--- src/design/mfc_pkg.sv ---
// constants and register layout for the mac interface and fast ethernet config bank
// Overview of operation
// - control register bits 15:8 ignore writes and read as zero.
// - control bit 7 enables the parallel mac interface; reset is 1 or strap.
// - control bits 6:5, reset 10, set the receive fifo midlevel threshold.
// - control bits 4:3, reset 10, set the transmit fifo midlevel threshold.
// - control bit 1, reset 1, shifts transmit clock against data; 0 aligns.
// - control bit 0, reset 1, shifts receive clock against data; 0 aligns.
// - second control bit 4, reset 0, routes the path around the async fifo.
// - second control bit 3, reset 0, skips the receive clock lag at 10/100.
// - second control bit 2, reset 0, selects low latency 10/100 datapath.
// - status bit 1 reads 1 once a serial page arrived; resets to 0.
// - status bit 0 reads 1 when serial negotiation is done; resets to 0.
// - config bit 11 at 0 stops reception of packets over 1.5 ms.
// - config bits 10:7, reset 1111, set recovery time after unlock in ms.
// - config bit 6, reset 0, forces a good 100 Mb/s link indication.
// - config bit 5, reset 1, enables improved ternary detection.
// - config bit 4, reset 0, enables improved inter-packet gap detection.
// - config bit 2, reset 0, turns off the transmit scrambler.
// - config bit 1, reset 0, flags reception of an odd nibble count.
// - config bit 0, reset 0, asserts receive valid early toward the mac.
package mfc_pkg;
  // register indexes; byte address is four times the index
  localparam logic [7:0] IDX_CTL = 8'h32;
  localparam logic [7:0] IDX_CTL2 = 8'h33;
  localparam logic [7:0] IDX_NEG_STS = 8'h37;
  localparam logic [7:0] IDX_FE_CFG = 8'h43;
  // control register fields
  localparam int CTL_EN_BIT = 7;
  localparam int CTL_RXTHR_LO = 5;
  localparam int CTL_TXTHR_LO = 3;
  localparam int CTL_TXDLY_BIT = 1;
  localparam int CTL_RXDLY_BIT = 0;
  localparam logic [7:0] CTL_RW_MASK = 8'hfb;
  localparam logic [7:0] CTL_RESET = 8'hd3;
  // second control register fields
  localparam int CTL2_SKIP_BIT = 4;
  localparam int CTL2_LAG_BIT = 3;
  localparam int CTL2_LOWLAT_BIT = 2;
  localparam logic [4:0] CTL2_RESET = 5'h00;
  // fast ethernet config fields
  localparam int FE_WD_OFF_BIT = 11;
  localparam int FE_REC_LO = 7;
  localparam int FE_FORCE_BIT = 6;
  localparam int FE_TERN_BIT = 5;
  localparam int FE_GAP_BIT = 4;
  localparam int FE_WHITE_BIT = 2;
  localparam int FE_ODD_BIT = 1;
  localparam int FE_EARLY_BIT = 0;
  localparam logic [11:0] FE_RW_MASK = 12'hff7;
  localparam logic [11:0] FE_RESET = 12'h7a0;
  // status fields
  localparam int STS_PAGE_BIT = 1;
  localparam int STS_DONE_BIT = 0;
  // timing
  localparam int CLK_FREQ_MHZ = 50;
  localparam int WATCHDOG_US = 1500;
  localparam int US_PER_MS = 1000;
  localparam int WATCHDOG_CYC = WATCHDOG_US * CLK_FREQ_MHZ;
  localparam int MS_CYC = US_PER_MS * CLK_FREQ_MHZ;
  localparam int STRAP_SETTLE = 3;
endpackage

--- src/design/mfc_regs.sv ---
// apb register bank for the mac interface and 100 Mb/s receive path settings
//
// Chosen here: the APB register port.
`timescale 1ns/1ps
`default_nettype none
module mfc_regs #(
  parameter int ADDR_W = 12,
  parameter int FIFO_DEPTH = 16,
  parameter int LVL_W = 5,
  parameter bit EN_FROM_STRAP = 1'b0,
  parameter int WATCHDOG_CYCLES = mfc_pkg::WATCHDOG_CYC,
  parameter int MS_CYCLES = mfc_pkg::MS_CYC
) (
  input wire logic SYS_CLK_IN,
  input wire logic RESETN_IN,
  input wire logic PSEL_IN,
  input wire logic PENABLE_IN,
  input wire logic PWRITE_IN,
  input wire logic [ADDR_W-1:0] PADDR_IN,
  input wire logic [31:0] PWDATA_IN,
  output logic [31:0] PRDATA_OUT,
  output logic PREADY_OUT,
  output logic PSLVERR_OUT,
  input wire logic EN_STRAP_IN,
  input wire logic SERIAL_PAGE_RX_IN,
  input wire logic SERIAL_NEG_DONE_IN,
  input wire logic LINK_CLK_IN,
  input wire logic RX_DV_IN,
  input wire logic LINK_DETECT_IN,
  input wire logic DESCR_LOCK_IN,
  output logic PARALLEL_IF_EN_OUT,
  output logic [LVL_W-1:0] RX_FIFO_LEVEL_OUT,
  output logic [LVL_W-1:0] TX_FIFO_LEVEL_OUT,
  output logic TX_CLK_SHIFT_OUT,
  output logic RX_CLK_SHIFT_OUT,
  output logic ASYNC_FIFO_SKIP_OUT,
  output logic SKIP_CLOCK_LAG_OUT,
  output logic LOW_LATENCY_OUT,
  output logic LINK_100_GOOD_OUT,
  output logic IMPROVED_TERNARY_OUT,
  output logic IMPROVED_GAP_OUT,
  output logic TX_WHITENING_OFF_OUT,
  output logic RX_ABORT_OUT,
  output logic RECOVERING_OUT,
  output logic ODD_NIBBLE_OUT,
  output logic RX_VALID_OUT
);
  import mfc_pkg::*;

  typedef enum logic [1:0] {
    SEL_CTL = 2'b00,
    SEL_CTL2 = 2'b01,
    SEL_STS = 2'b10,
    SEL_FE = 2'b11
  } mfc_sel_e;

  // address decode, shared by read and write paths
  function automatic logic decode_hit(input logic [ADDR_W-1:0] a, output mfc_sel_e s);
    decode_hit = 1'b1;
    s = SEL_CTL;
    case (a)
      ADDR_W'({IDX_CTL, 2'b00}): s = SEL_CTL;
      ADDR_W'({IDX_CTL2, 2'b00}): s = SEL_CTL2;
      ADDR_W'({IDX_NEG_STS, 2'b00}): s = SEL_STS;
      ADDR_W'({IDX_FE_CFG, 2'b00}): s = SEL_FE;
      default: decode_hit = 1'b0;
    endcase
  endfunction

  // threshold code to fill level: 00,01,10,11 give 2/8..5/8 of depth
  function automatic logic [LVL_W-1:0] thr_level(input logic [1:0] code);
    thr_level = LVL_W'(((int'(code) + 2) * FIFO_DEPTH) / 8);
  endfunction

  logic [7:0] ctl;
  logic [4:0] ctl2;
  logic [11:0] fe;
  mfc_sel_e sel;
  logic hit;
  logic wr_en;
  logic rd_setup;
  logic [1:0] sync_page;
  logic [1:0] sync_done;
  logic [2:0] sync_lclk;
  logic [2:0] sync_dv;
  logic [1:0] sync_det;
  logic [2:0] sync_lock;
  logic [1:0] sync_strap;
  logic [1:0] strap_cnt;
  logic dv_late;
  logic nib_odd;
  logic [31:0] frame_cnt;
  logic rx_abort;
  logic [31:0] ms_cnt;
  logic [3:0] rec_cnt;
  logic rx_valid;
  logic odd_pulse;
  logic dv_s;
  logic lclk_rise;
  logic dv_fall;
  logic lock_fall;

  // decode happens combinationally; registers answer with no wait states
  always_comb begin
    hit = decode_hit(PADDR_IN, sel);
  end
  assign wr_en = PSEL_IN && PENABLE_IN && PWRITE_IN && hit;
  assign rd_setup = PSEL_IN && !PENABLE_IN && !PWRITE_IN;
  assign PREADY_OUT = 1'b1;
  assign PSLVERR_OUT = PSEL_IN && PENABLE_IN && !hit;

  // two-stage synchronisers; stage 0 feeds only stage 1
  always_ff @(posedge SYS_CLK_IN or negedge RESETN_IN) begin
    if (!RESETN_IN) begin
      sync_page <= 2'h0;
      sync_done <= 2'h0;
      sync_lclk <= 3'h0;
      sync_dv <= 3'h0;
      sync_det <= 2'h0;
      sync_lock <= 3'h0;
      sync_strap <= 2'h0;
    end else begin
      sync_page <= {sync_page[0], SERIAL_PAGE_RX_IN};
      sync_done <= {sync_done[0], SERIAL_NEG_DONE_IN};
      sync_lclk <= {sync_lclk[1:0], LINK_CLK_IN};
      sync_dv <= {sync_dv[1:0], RX_DV_IN};
      sync_det <= {sync_det[0], LINK_DETECT_IN};
      sync_lock <= {sync_lock[1:0], DESCR_LOCK_IN};
      sync_strap <= {sync_strap[0], EN_STRAP_IN};
    end
  end
  assign dv_s = sync_dv[1];
  assign lclk_rise = sync_lclk[1] && !sync_lclk[2];
  assign dv_fall = !sync_dv[1] && sync_dv[2];
  assign lock_fall = !sync_lock[1] && sync_lock[2];

  // strap capture waits for the synchroniser to fill after reset release
  always_ff @(posedge SYS_CLK_IN or negedge RESETN_IN) begin
    if (!RESETN_IN) begin
      strap_cnt <= 2'h0;
    end else if (strap_cnt != 2'(STRAP_SETTLE)) begin
      strap_cnt <= strap_cnt + 2'h1;
    end
  end

  // control register: reserved bits never stored
  always_ff @(posedge SYS_CLK_IN or negedge RESETN_IN) begin
    if (!RESETN_IN) begin
      ctl <= CTL_RESET;
    end else if (wr_en && sel == SEL_CTL) begin
      ctl <= PWDATA_IN[7:0] & CTL_RW_MASK;
    end else if (EN_FROM_STRAP && strap_cnt == 2'(STRAP_SETTLE - 1)) begin
      ctl[CTL_EN_BIT] <= sync_strap[1];
    end
  end

  // second control register
  always_ff @(posedge SYS_CLK_IN or negedge RESETN_IN) begin
    if (!RESETN_IN) begin
      ctl2 <= CTL2_RESET;
    end else if (wr_en && sel == SEL_CTL2) begin
      ctl2 <= {PWDATA_IN[4:2], 2'b00};
    end
  end

  // fast ethernet configuration register
  always_ff @(posedge SYS_CLK_IN or negedge RESETN_IN) begin
    if (!RESETN_IN) begin
      fe <= FE_RESET;
    end else if (wr_en && sel == SEL_FE) begin
      fe <= PWDATA_IN[11:0] & FE_RW_MASK;
    end
  end

  // read data is loaded in the setup cycle so it is a flop in the access cycle
  always_ff @(posedge SYS_CLK_IN or negedge RESETN_IN) begin
    if (!RESETN_IN) begin
      PRDATA_OUT <= 32'h0;
    end else if (rd_setup) begin
      PRDATA_OUT <= 32'h0;
      if (hit) begin
        case (sel)
          SEL_CTL: PRDATA_OUT <= {24'h0, ctl};
          SEL_CTL2: PRDATA_OUT <= {27'h0, ctl2};
          SEL_STS: PRDATA_OUT <= {30'h0, sync_page[1], sync_done[1]};
          SEL_FE: PRDATA_OUT <= {20'h0, fe};
          default: PRDATA_OUT <= 32'h0;
        endcase
      end
    end
  end

  // settings toward the datapath
  assign PARALLEL_IF_EN_OUT = ctl[CTL_EN_BIT];
  assign RX_FIFO_LEVEL_OUT = thr_level(ctl[CTL_RXTHR_LO +: 2]);
  assign TX_FIFO_LEVEL_OUT = thr_level(ctl[CTL_TXTHR_LO +: 2]);
  assign TX_CLK_SHIFT_OUT = ctl[CTL_TXDLY_BIT];
  assign RX_CLK_SHIFT_OUT = ctl[CTL_RXDLY_BIT];
  assign ASYNC_FIFO_SKIP_OUT = ctl2[CTL2_SKIP_BIT];
  assign SKIP_CLOCK_LAG_OUT = ctl2[CTL2_LAG_BIT];
  assign LOW_LATENCY_OUT = ctl2[CTL2_LOWLAT_BIT];
  assign LINK_100_GOOD_OUT = fe[FE_FORCE_BIT] || sync_det[1];
  assign IMPROVED_TERNARY_OUT = fe[FE_TERN_BIT];
  assign IMPROVED_GAP_OUT = fe[FE_GAP_BIT];
  assign TX_WHITENING_OFF_OUT = fe[FE_WHITE_BIT];
  assign RX_ABORT_OUT = rx_abort;
  assign RECOVERING_OUT = rec_cnt != 4'h0;
  assign ODD_NIBBLE_OUT = odd_pulse;
  assign RX_VALID_OUT = rx_valid;

  // packet-length watchdog; abort holds until the frame ends
  always_ff @(posedge SYS_CLK_IN or negedge RESETN_IN) begin
    if (!RESETN_IN) begin
      frame_cnt <= 32'h0;
      rx_abort <= 1'b0;
    end else if (!dv_s) begin
      frame_cnt <= 32'h0;
      rx_abort <= 1'b0;
    end else begin
      if (frame_cnt != 32'(WATCHDOG_CYCLES)) begin
        frame_cnt <= frame_cnt + 32'h1;
      end
      if (frame_cnt == 32'(WATCHDOG_CYCLES - 1) && !fe[FE_WD_OFF_BIT]) begin
        rx_abort <= 1'b1;
      end
    end
  end

  // recovery after the descrambler loses lock, counted in whole ms
  always_ff @(posedge SYS_CLK_IN or negedge RESETN_IN) begin
    if (!RESETN_IN) begin
      ms_cnt <= 32'h0;
      rec_cnt <= 4'h0;
    end else if (lock_fall) begin
      ms_cnt <= 32'h0;
      rec_cnt <= fe[FE_REC_LO +: 4];
    end else if (rec_cnt != 4'h0) begin
      if (ms_cnt == 32'(MS_CYCLES - 1)) begin
        ms_cnt <= 32'h0;
        rec_cnt <= rec_cnt - 4'h1;
      end else begin
        ms_cnt <= ms_cnt + 32'h1;
      end
    end
  end

  // nibble parity counted on sampled link clock edges; checked at frame end
  always_ff @(posedge SYS_CLK_IN or negedge RESETN_IN) begin
    if (!RESETN_IN) begin
      nib_odd <= 1'b0;
      odd_pulse <= 1'b0;
    end else begin
      odd_pulse <= dv_fall && nib_odd && fe[FE_ODD_BIT];
      if (dv_fall) begin
        nib_odd <= 1'b0;
      end else if (lclk_rise && dv_s) begin
        nib_odd <= !nib_odd;
      end
    end
  end

  // early valid skips one pipeline stage; abort masks valid
  always_ff @(posedge SYS_CLK_IN or negedge RESETN_IN) begin
    if (!RESETN_IN) begin
      dv_late <= 1'b0;
      rx_valid <= 1'b0;
    end else begin
      dv_late <= dv_s;
      rx_valid <= (fe[FE_EARLY_BIT] ? dv_s : dv_late) && !rx_abort;
    end
  end
endmodule // mfc_regs
`default_nettype wire

--- config.mk ---
export PLATFORM = sky130hd
export DESIGN_NAME = mfc_regs
export DESIGN_NICKNAME = d
export VERILOG_FILES = /design/src/design/mfc_pkg.sv /design/src/design/mfc_regs.sv
export SDC_FILE = /design/constraint.sdc
export NUM_CORES = 1
export LEC_CHECK = 0
export BUFFER_PORTS_ARGS = -buffer_cell sky130_fd_sc_hd__buf_2
export CAP_MARGIN = 20
export CORE_MARGIN = 2
export CORE_UTILIZATION = 30
export CTS_BUF_LIST = sky130_fd_sc_hd__clkbuf_8
export CTS_CLUSTER_SIZE = 12
export DETAILED_ROUTE_END_ITERATION = 10
export GPL_TIMING_DRIVEN = 1
export PLACE_DENSITY = 0.57
export SLEW_MARGIN = 0
export SYNTH_ARGS = -nofsm -noshare
export SYNTH_HDL_FRONTEND = slang
export SYNTH_SLANG_ARGS = --single-unit
--- constraint.sdc ---
create_clock -name SYS_CLK_IN -period 6.15 [get_ports SYS_CLK_IN]
set_clock_uncertainty 0.05 [all_clocks]
set_input_delay 1.23 -clock SYS_CLK_IN [delete_from_list [all_inputs] [get_ports SYS_CLK_IN]]
set_output_delay 1.23 -clock SYS_CLK_IN [all_outputs]
set_load 0.01 [all_outputs]
==> results of run 1 <==
==> cells in the final DEF, fill, tap and decap left out, types with 3 or more instances in the layout <==
master,netlist,routed
dfrtp_1,110,110
buf_2,2,66
nor2_1,63,63
nand2_1,58,58
nand3_1,36,36
nand4_1,31,31
xor2_1,26,26
conb_1,2,25
o21ai_0,24,24
nor4_1,23,23
mux2_2,20,20
clkbuf_8,0,18
a21oi_1,17,17
inv_1,14,16
nor3_1,15,15
xnor2_1,14,14
dfstp_2,10,10
and3_1,9,9
or3_1,9,9
buf_4,25,7
and4_1,6,6
nand2b_1,6,6
mux2i_1,5,5
or4_1,5,5
ha_1,5,5
nor3b_1,4,4
nor4b_1,4,4
a22oi_1,4,4
clkinvlp_4,0,4
or3b_2,3,3
o31ai_1,3,3
clkinv_4,0,3
==> flip-flops by register name, indices dropped and copies added, names as in the netlist, 3 cells and up <==
signal	flops
ctl	7
sync_lclk	3
sync_lock	3
PRDATA_OUT	12
ctl2	3
ms_cnt	32
frame_cnt	32
rec_cnt	4
fe	11
==> synthesized netlist by cell type (all sizes together), types with 4 or more instances <==
cell and count:
dfrtp 110, nor2 63, nand2 58, nand3 36, nand4 31, buf 28, xor2 26, nor4 25
o21ai 25, mux2 20, clkbuf 19, a21oi 17, nor3 15, inv 14, xnor2 14, dfstp 10
and3 9, or3 9, and4 6, nand2b 6, ha 5, mux2i 5, nor3b 5, nor4b 5
or4 5, a22oi 4, o31ai 4
==> how the worst max path moves through the flow <==
stage                        endpoint  slack [ns]   startpoint
after global routing      PSLVERR_OUT        2.09  PADDR_IN[5]
final                     PSLVERR_OUT        2.18  PADDR_IN[5]
after detailed placement  PSLVERR_OUT        2.18  PADDR_IN[5]
after CTS                 PSLVERR_OUT        2.17  PADDR_IN[5]
after floorplan           PSLVERR_OUT        2.48  PADDR_IN[5]
after global placement    PSLVERR_OUT        2.19  PADDR_IN[5]
==> layer usage <==
metal / up-vias / wire length [µm]
met3: 16 / 568
li1: 2297 / -
met5: - / 0
met2: 97 / 6660
met1: 2333 / 6400
met4: 0 / 184
==> cell families after synthesis <==
group | share of synthesized area
xor gates and xnor gates | 0.0579
adders and majority gates | 0.0103
DFF | 0.498
AOI/OAI and AO/OA | 0.0773
muxes | 0.0455
and+or+nand+nor | 0.255
buffers and inverters | 0.0550
other | 0.00124
==> final cells by class <==
class                           count  area (µm²)
Fill cell                        2079       12700
Sequential cell                   120        3020
Inverter                           14        52.6
Multi-Input combinational cell    456        2790
Timing Repair Buffer               74         388
Clock inverter                     13         134
Tap cell                          265         332
Clock buffer                       18         248
==> power by group through the flow <==
stage / registers [mW] / logic, mW / clock network [mW]
after floorplan: 0.840 / 0.0810 / 0
after global placement: 0.845 / 0.117 / 0
after detailed placement: 0.844 / 0.120 / 0
after CTS: 0.830 / 0.120 / 0.710
after global routing: 0.834 / 0.135 / 0.746
final: 0.831 / 0.118 / 0.690
==> metrics by stage <==
stage                util  instance area (µm²)  instances
floorplan               -                 6140        637
global placement    0.335                 6580        928
detailed placement  0.335                 6580        928
CTS                 0.354                 6960        959
global route        0.354                 6960        960
finish              0.354                 6960        960
==> metrics list, run 1 <==
* Run status: completed
- Sw Share: 0.258
- At the placement stage, the worst setup path has a slack of 2.18 ns.
- Overall power consumption after layout is estimated at 1.64 mW.
- The number of gates resized after CTS was 0.
- Final-report hold violation count: 0
* Layout cells sized above 1: 0.210
- Weighted congestion at the end of routability-driven global placement: 0.820
* Wirelength, routed: 13.8 mm
- Clk buf depth: 2
- Internal power summed over all cells: 1.22 mW
- TritonCTS clock tree: built
* Fraction of power consumed by sequential logic: 0.507
- The count of pins over their slew limit is 0.
- Aggregate negative setup slack: 0 ns
- For the worst flop-to-flop path, the logic depth is 6.
- Of all nets on the critical path, the largest fanout is 5.
- On the worst path, the slowest cell contributes a delay of 0.66 ns.
* Quantity of hold-fixing buffers added after cts: 0
- The initial antenna violation count was 0.
* Iteration count of the initial detailed-routing pass: 5
- Summed over all cells, the static leakage comes to 3.05 nW.
* Die height: 146 µm
- In the routed layout, each cell is associated on average with a via count of 4.94.
- Global routing finished with a remaining overflow of 0.
- Clock root buffer: clkbuf_8
- Counting buffers and inverters, the worst setup path is 6 cells deep.
- STA puts the critical path data arrival time at 2.69 ns.
- The clock net in this run drives a total of 120 sinks.
- At the pin with the least slew margin, the transition time is 1.09 ns.
- Clock latency of the later-clocked register in the worst-skew pair: 0.45 ns
- Crit Path Class: in2out
- For this run, global-route usage on met3 was measured as 0.0381.
- The share of total power dissipated in combinational logic is 0.072.
* Fraction of registers with async set/reset: 1.00
- Number of nets in the layout: 744
- Switch Pwr: 422 µW
* Initial core utilization: 0.308
- Number of top-level pins: 114
- After technology mapping, the gate count stands at 614.
- In this run, synthesis inferred 0 flip-flops with an integrated enable.
- Power spread over the standard cell area amounts to 235 nW/µm².
* Synthesized flop and latch total: 120
* Worst path slowest cell: or4_1
- Post-route setup slack: 2.18 ns
* Maximum number of pins on one net before global-route repair: 66
* Worst Path Buf+Inv: 2
* Number of distinct library cells after synthesis: 61
- Walking the worst path, the cells encountered are buf_2, or4_1, or2_4, a21oi_1, nor2_1, buf_2.
* Critical Path Most Common Cell: buf_2
- Busiest layer in global routing: met2
* Data required time of the critical path: 4.87 ns
- The worst path in the final design needs a cycle of 3.97 ns, including I/O delays and setup.
- Worst r2r src: ms_cnt[0]
- Number of antenna cells inserted: 0
- Remaining DRCs: 0
- Maximum resistive drop on vdd: 0.161 mV
- Measured against its own limit, the worst slew margin works out to 0.264.
- Total Die Area: 21300 µm²
* Num rows: 51
- Sequential-to-total area share from yosys stat: 0.498
- Unrepaired setup endpoints after global routing: no
* Layout Area Growth over Synthesis: 15.0%
- Total Routing Usage GR: 0.135
- Post-DR wirelength/cell: 14.4 µm
* Capture point of the worst reg-to-reg path: ms_cnt[26]
* Cell type with the largest total area after synthesis: dfrtp_1
- Category of the worst setup path launch point: input pin
* IO buf count: 67
- Via count: 4743
- Predominant post-synthesis flop cell: dfrtp_1
- Vias in the first global route: 4634
- Final clock period utilization by the worst path: 0.645
* Post-DP HPWL: 9.67 mm
* Clock buffers created by TritonCTS: 17
- The detailed router finished its first iteration with 258 violations.
* Hold-critical path endpoint: sync_lock[1]
- Total of warnings raised by yosys: 0
- The first global-routing pass estimated 23.4 mm of wire.
* Max Cap Viol: 0
- The kind of cell with the highest combined delay along the critical path is simple AND/OR/NAND/NOR gates.
- Worst Hold Launch: sync_lock[0]
- The cell area that synthesis handed to floorplanning was 6060 µm².
- Synthesized area per cell: 9.86 µm²
* Flop-to-flop setup slack: 3.58 ns
- Width of the chip: 146 µm
* CTS clock-pin slew for the worst setup and hold paths: 0.06 ns
- Crit end category: output pin
- Proportion of power drawn by the clock network: 0.421
- Setup violations remaining at the end of the flow were counted as 0.
- Based on the critical path, the design can be clocked at up to 252 MHz.
* Number of buffers added for setup after CTS: 0
- GRT met1 Usage: 0.180
* Share of the synthesized area in the top cell type: 0.455
- The core region is 19700 µm².
- CTS HTree Levels: 4
* Post-route antenna net violation count: 0
- After synthesis, the cell types taking the most area are dfrtp_1 45%, dfstp_2 4.3%, nor2_1 3.9%.
- Tightest hold margin: 0.299 ns
- Fraction of met2 tracks used by global routing: 0.211
- The path class of the tightest hold or removal check is reg2reg.
* Hold path cells: 0
No activity file was read; power rests on OpenSTA's default activity.
==> inputs of run 2 (changes only) <==
--- a/config.mk
+++ b/config.mk
@@ -13,7 +13,7 @@
 export CTS_CLUSTER_SIZE = 12
 export DETAILED_ROUTE_END_ITERATION = 10
 export GPL_TIMING_DRIVEN = 1
-export PLACE_DENSITY = 0.57
+export PLACE_DENSITY = 0.59
 export SLEW_MARGIN = 0
 export SYNTH_ARGS = -nofsm -noshare
 export SYNTH_HDL_FRONTEND = slang
==> constraint.sdc (replaced) <==
create_clock -name SYS_CLK_IN -period 3.5 [get_ports SYS_CLK_IN]
set_clock_uncertainty 0.05 [all_clocks]
set_input_delay 0.7 -clock SYS_CLK_IN [delete_from_list [all_inputs] [get_ports SYS_CLK_IN]]
set_output_delay 0.7 -clock SYS_CLK_IN [all_outputs]
set_load 0.01 [all_outputs]
==> metrics list, run 2 (same netlist as run 1, synthesis figures left out) <==
- The count of filler cells inserted in the layout came to 2029 (-2.4%).
- Data arrival, critical path: 2.20 ns (-0.49 ns)
* Clock tree sinks: 120 (unchanged)
- The static leakage came to 3.09 nW (+1.3%).
- Relative to the synthesized area, the layout overhead comes to 16.1%.
* Wire length of the first global-routing pass: 23.1 mm (-1.4%)
- Total Routing Usage GR: 0.132 (-0.00283)
* Final-report hold violation count: 0 (unchanged)
* Crit end category: output pin
- The cell that appears most often on the critical path is buf_2.
* Routed via count divided by cell count: 4.89 (-0.94%)
* Crit Path Class: in2out
* TritonCTS clock tree: built
- The global route total overflow was 0 (unchanged).
* Final setup violation count: 0 (unchanged)
* Cell Chain, Critical Path: buf_2, or4_1, or2_4, a21oi_1, nor2_1, buf_2
* Hold Path Class: in2async
- The maximum fanout along the worst path is 5 (unchanged).
- Run status: completed
- The routed metal-1 wirelength was 6.65 mm (+3.9%).
- Maximum frequency from static timing analysis: 339 MHz
- The maximum number of pins on one net before global-route repair came to 66 (unchanged).
* Width of the chip: 146 µm (unchanged)
* Detailed-routed wire length on met3: 492 µm (-13%)
- Final clock period utilization by the worst path: 0.843
* Max Cap Viol: 0 (unchanged)
* Remaining DRCs: 0 (unchanged)
- Category of the worst setup path launch point: input pin
- CP top delay family: simple AND/OR/NAND/NOR gates
- Wirelength, routed: 13.7 mm (-1.0%)
* Maximum resistive drop on vdd: 0.301 mV (+87%)
- Post-DP HPWL: 9.77 mm (+1.1%)
* Quantity of hold-fixing buffers added after cts: 0 (unchanged)
* Highest metal used: met4
- Number of nets in the layout: 749 (+0.67%)
- Post-route antenna net violation count: 0 (unchanged)
- The required time of the critical path was 2.75 ns (-2.12 ns).
- Clock latency of the later-clocked register in the worst-skew pair: 0.44 ns (about the same)
- Via count: 4728 (-0.32%)
- Amount of wire on met2 after detailed routing: 6.40 mm (-3.9%)
* Unrepaired setup endpoints after global routing: no
- CTS clock-pin slew for the worst setup and hold paths: 0.08 ns (+0.02 ns)
- Power density over the cells: 416 nW/µm² (+77%)
- Least-Margin Pin Slew: 0.943 ns (-0.151 ns)
- The post-CTS setup buffer count is 0 (unchanged).
* Placeable core area: 19700 µm² (unchanged)
* Number of antenna cells inserted: 0 (unchanged)
- Post-CTS resize count: 0 (unchanged)
- Leaving out fill and tap cells, the most frequent cells in the layout are 110 x dfrtp_1, 66 x buf_2, 63 x nor2_1.
* Layout cells sized above 1: 0.220 (+0.00961)
- Initial core utilization: 0.308 (unchanged)
- The sum of negative setup slack was 0 ns (unchanged).
- The smallest hold slack came to 0.293 ns (-0.00567 ns).
- Among all stages on the critical path, the largest delay is contributed by or4_1.
- Post-DR wirelength/cell: 14.2 µm (-1.6%)
- The library cell used most frequently in the layout, excluding fill and tap cells, is dfrtp_1.
* Worst Path Buf+Inv: 2 (unchanged)
* Worst-case headroom to the max-slew limit: 0.366 (+0.102)
- IO buf count: 67 (unchanged)
- The number of search-and-repair iterations in the first detailed-routing pass was 5 (unchanged).
- In the final layout, the registers with the most flip-flops are frame_cnt (32), ms_cnt (32), PRDATA_OUT (12).
* Clk buf depth: 2 (unchanged)
* Die height: 146 µm (unchanged)
* Weighted congestion at the end of routability-driven global placement: 0.808 (-1.4%)
* Number of top-level pins: 114 (unchanged)
* Final count of pins violating max slew: 0 (unchanged)
- The floorplan row count was 51 (unchanged).
- Clock root buffer: clkbuf_8
- DRC violation total after the first TritonRoute iteration: 254 (-1.6%)
* Minimum clock period after layout: 2.95 ns
* CTS HTree Levels: 4 (unchanged)
- Vias in the first global route: 4411 (-4.8%)
* Clock buffers created by TritonCTS: 17 (unchanged)
* Total Die Area: 21300 µm² (unchanged)
- The highest cell delay on the worst timing path is 0.67 ns (about the same).
- Antenna violations before repair: 0 (unchanged)
## run 2: layout make-up
class | count | area (µm²) | share of cell area
clock buffer | 17 | 234 | 0.0333
clock inverter | 15 | 164 | 0.0233
multi-input combinational | 456 | 2790 | 0.397
inverter | 14 | 52.6 | 0.00747
tap | 265 | 332 | 0.0472
timing repair buffer | 79 | 440 | 0.0626
sequential | 120 | 3020 | 0.429
## run 2: per-stage QoR
stage	total power, mW	util	cell area (µm²)	std cells	worst slack [ns]
6_report	2.93	0.358	7030	966	0.548
5_1_grt	3.07	0.358	7030	966	0.455
4_1_cts	2.96	0.358	7030	966	0.547
3_5_place_dp	1.70	0.338	6630	934	0.516
3_3_place_gp	1.69	0.338	6630	934	0.528
2_1_floorplan	1.62	-	6140	637	0.865
## run 2: routing by layer
metal	global-route usage	vias up
li1	-	2302
met1	0.188	2312
met2	0.201	105
met3	0.0291	9
met4	0.0422	0
met5	0	-
## run 2: final timing paths
| kind | end | slack [ns] | cells after the start | startpoint |
|---|---|---|---|---|
| worst max-delay path | PSLVERR_OUT | 0.55 | 6 | PADDR_IN[5] |
| worst min-delay path | rec_cnt[3] | 0.29 | 1 | RESETN_IN |
| worst max register to register | ms_cnt[26] | 0.98 | 6 | ms_cnt[0] |
| worst min register to register | sync_dv[1] | 0.30 | 0 | sync_dv[0] |
| max in group asynchronous | ctl[0] | 2.20 | 2 | RESETN_IN |
| min in group SYS_CLK_IN | sync_dv[1] | 0.30 | 0 | sync_dv[0] |
## run 2: where the power goes
| part | total, mW | leakage, nW | internal [mW] | switching (mW) |
|---|---|---|---|---|
| logic | 0.209 | 1.30 | 0.0739 | 0.135 |
| clock network | 1.26 | 0.198 | 0.645 | 0.614 |
| registers | 1.46 | 1.59 | 1.42 | 0.0354 |
| total | 2.93 | 3.09 | 2.14 | 0.784 |
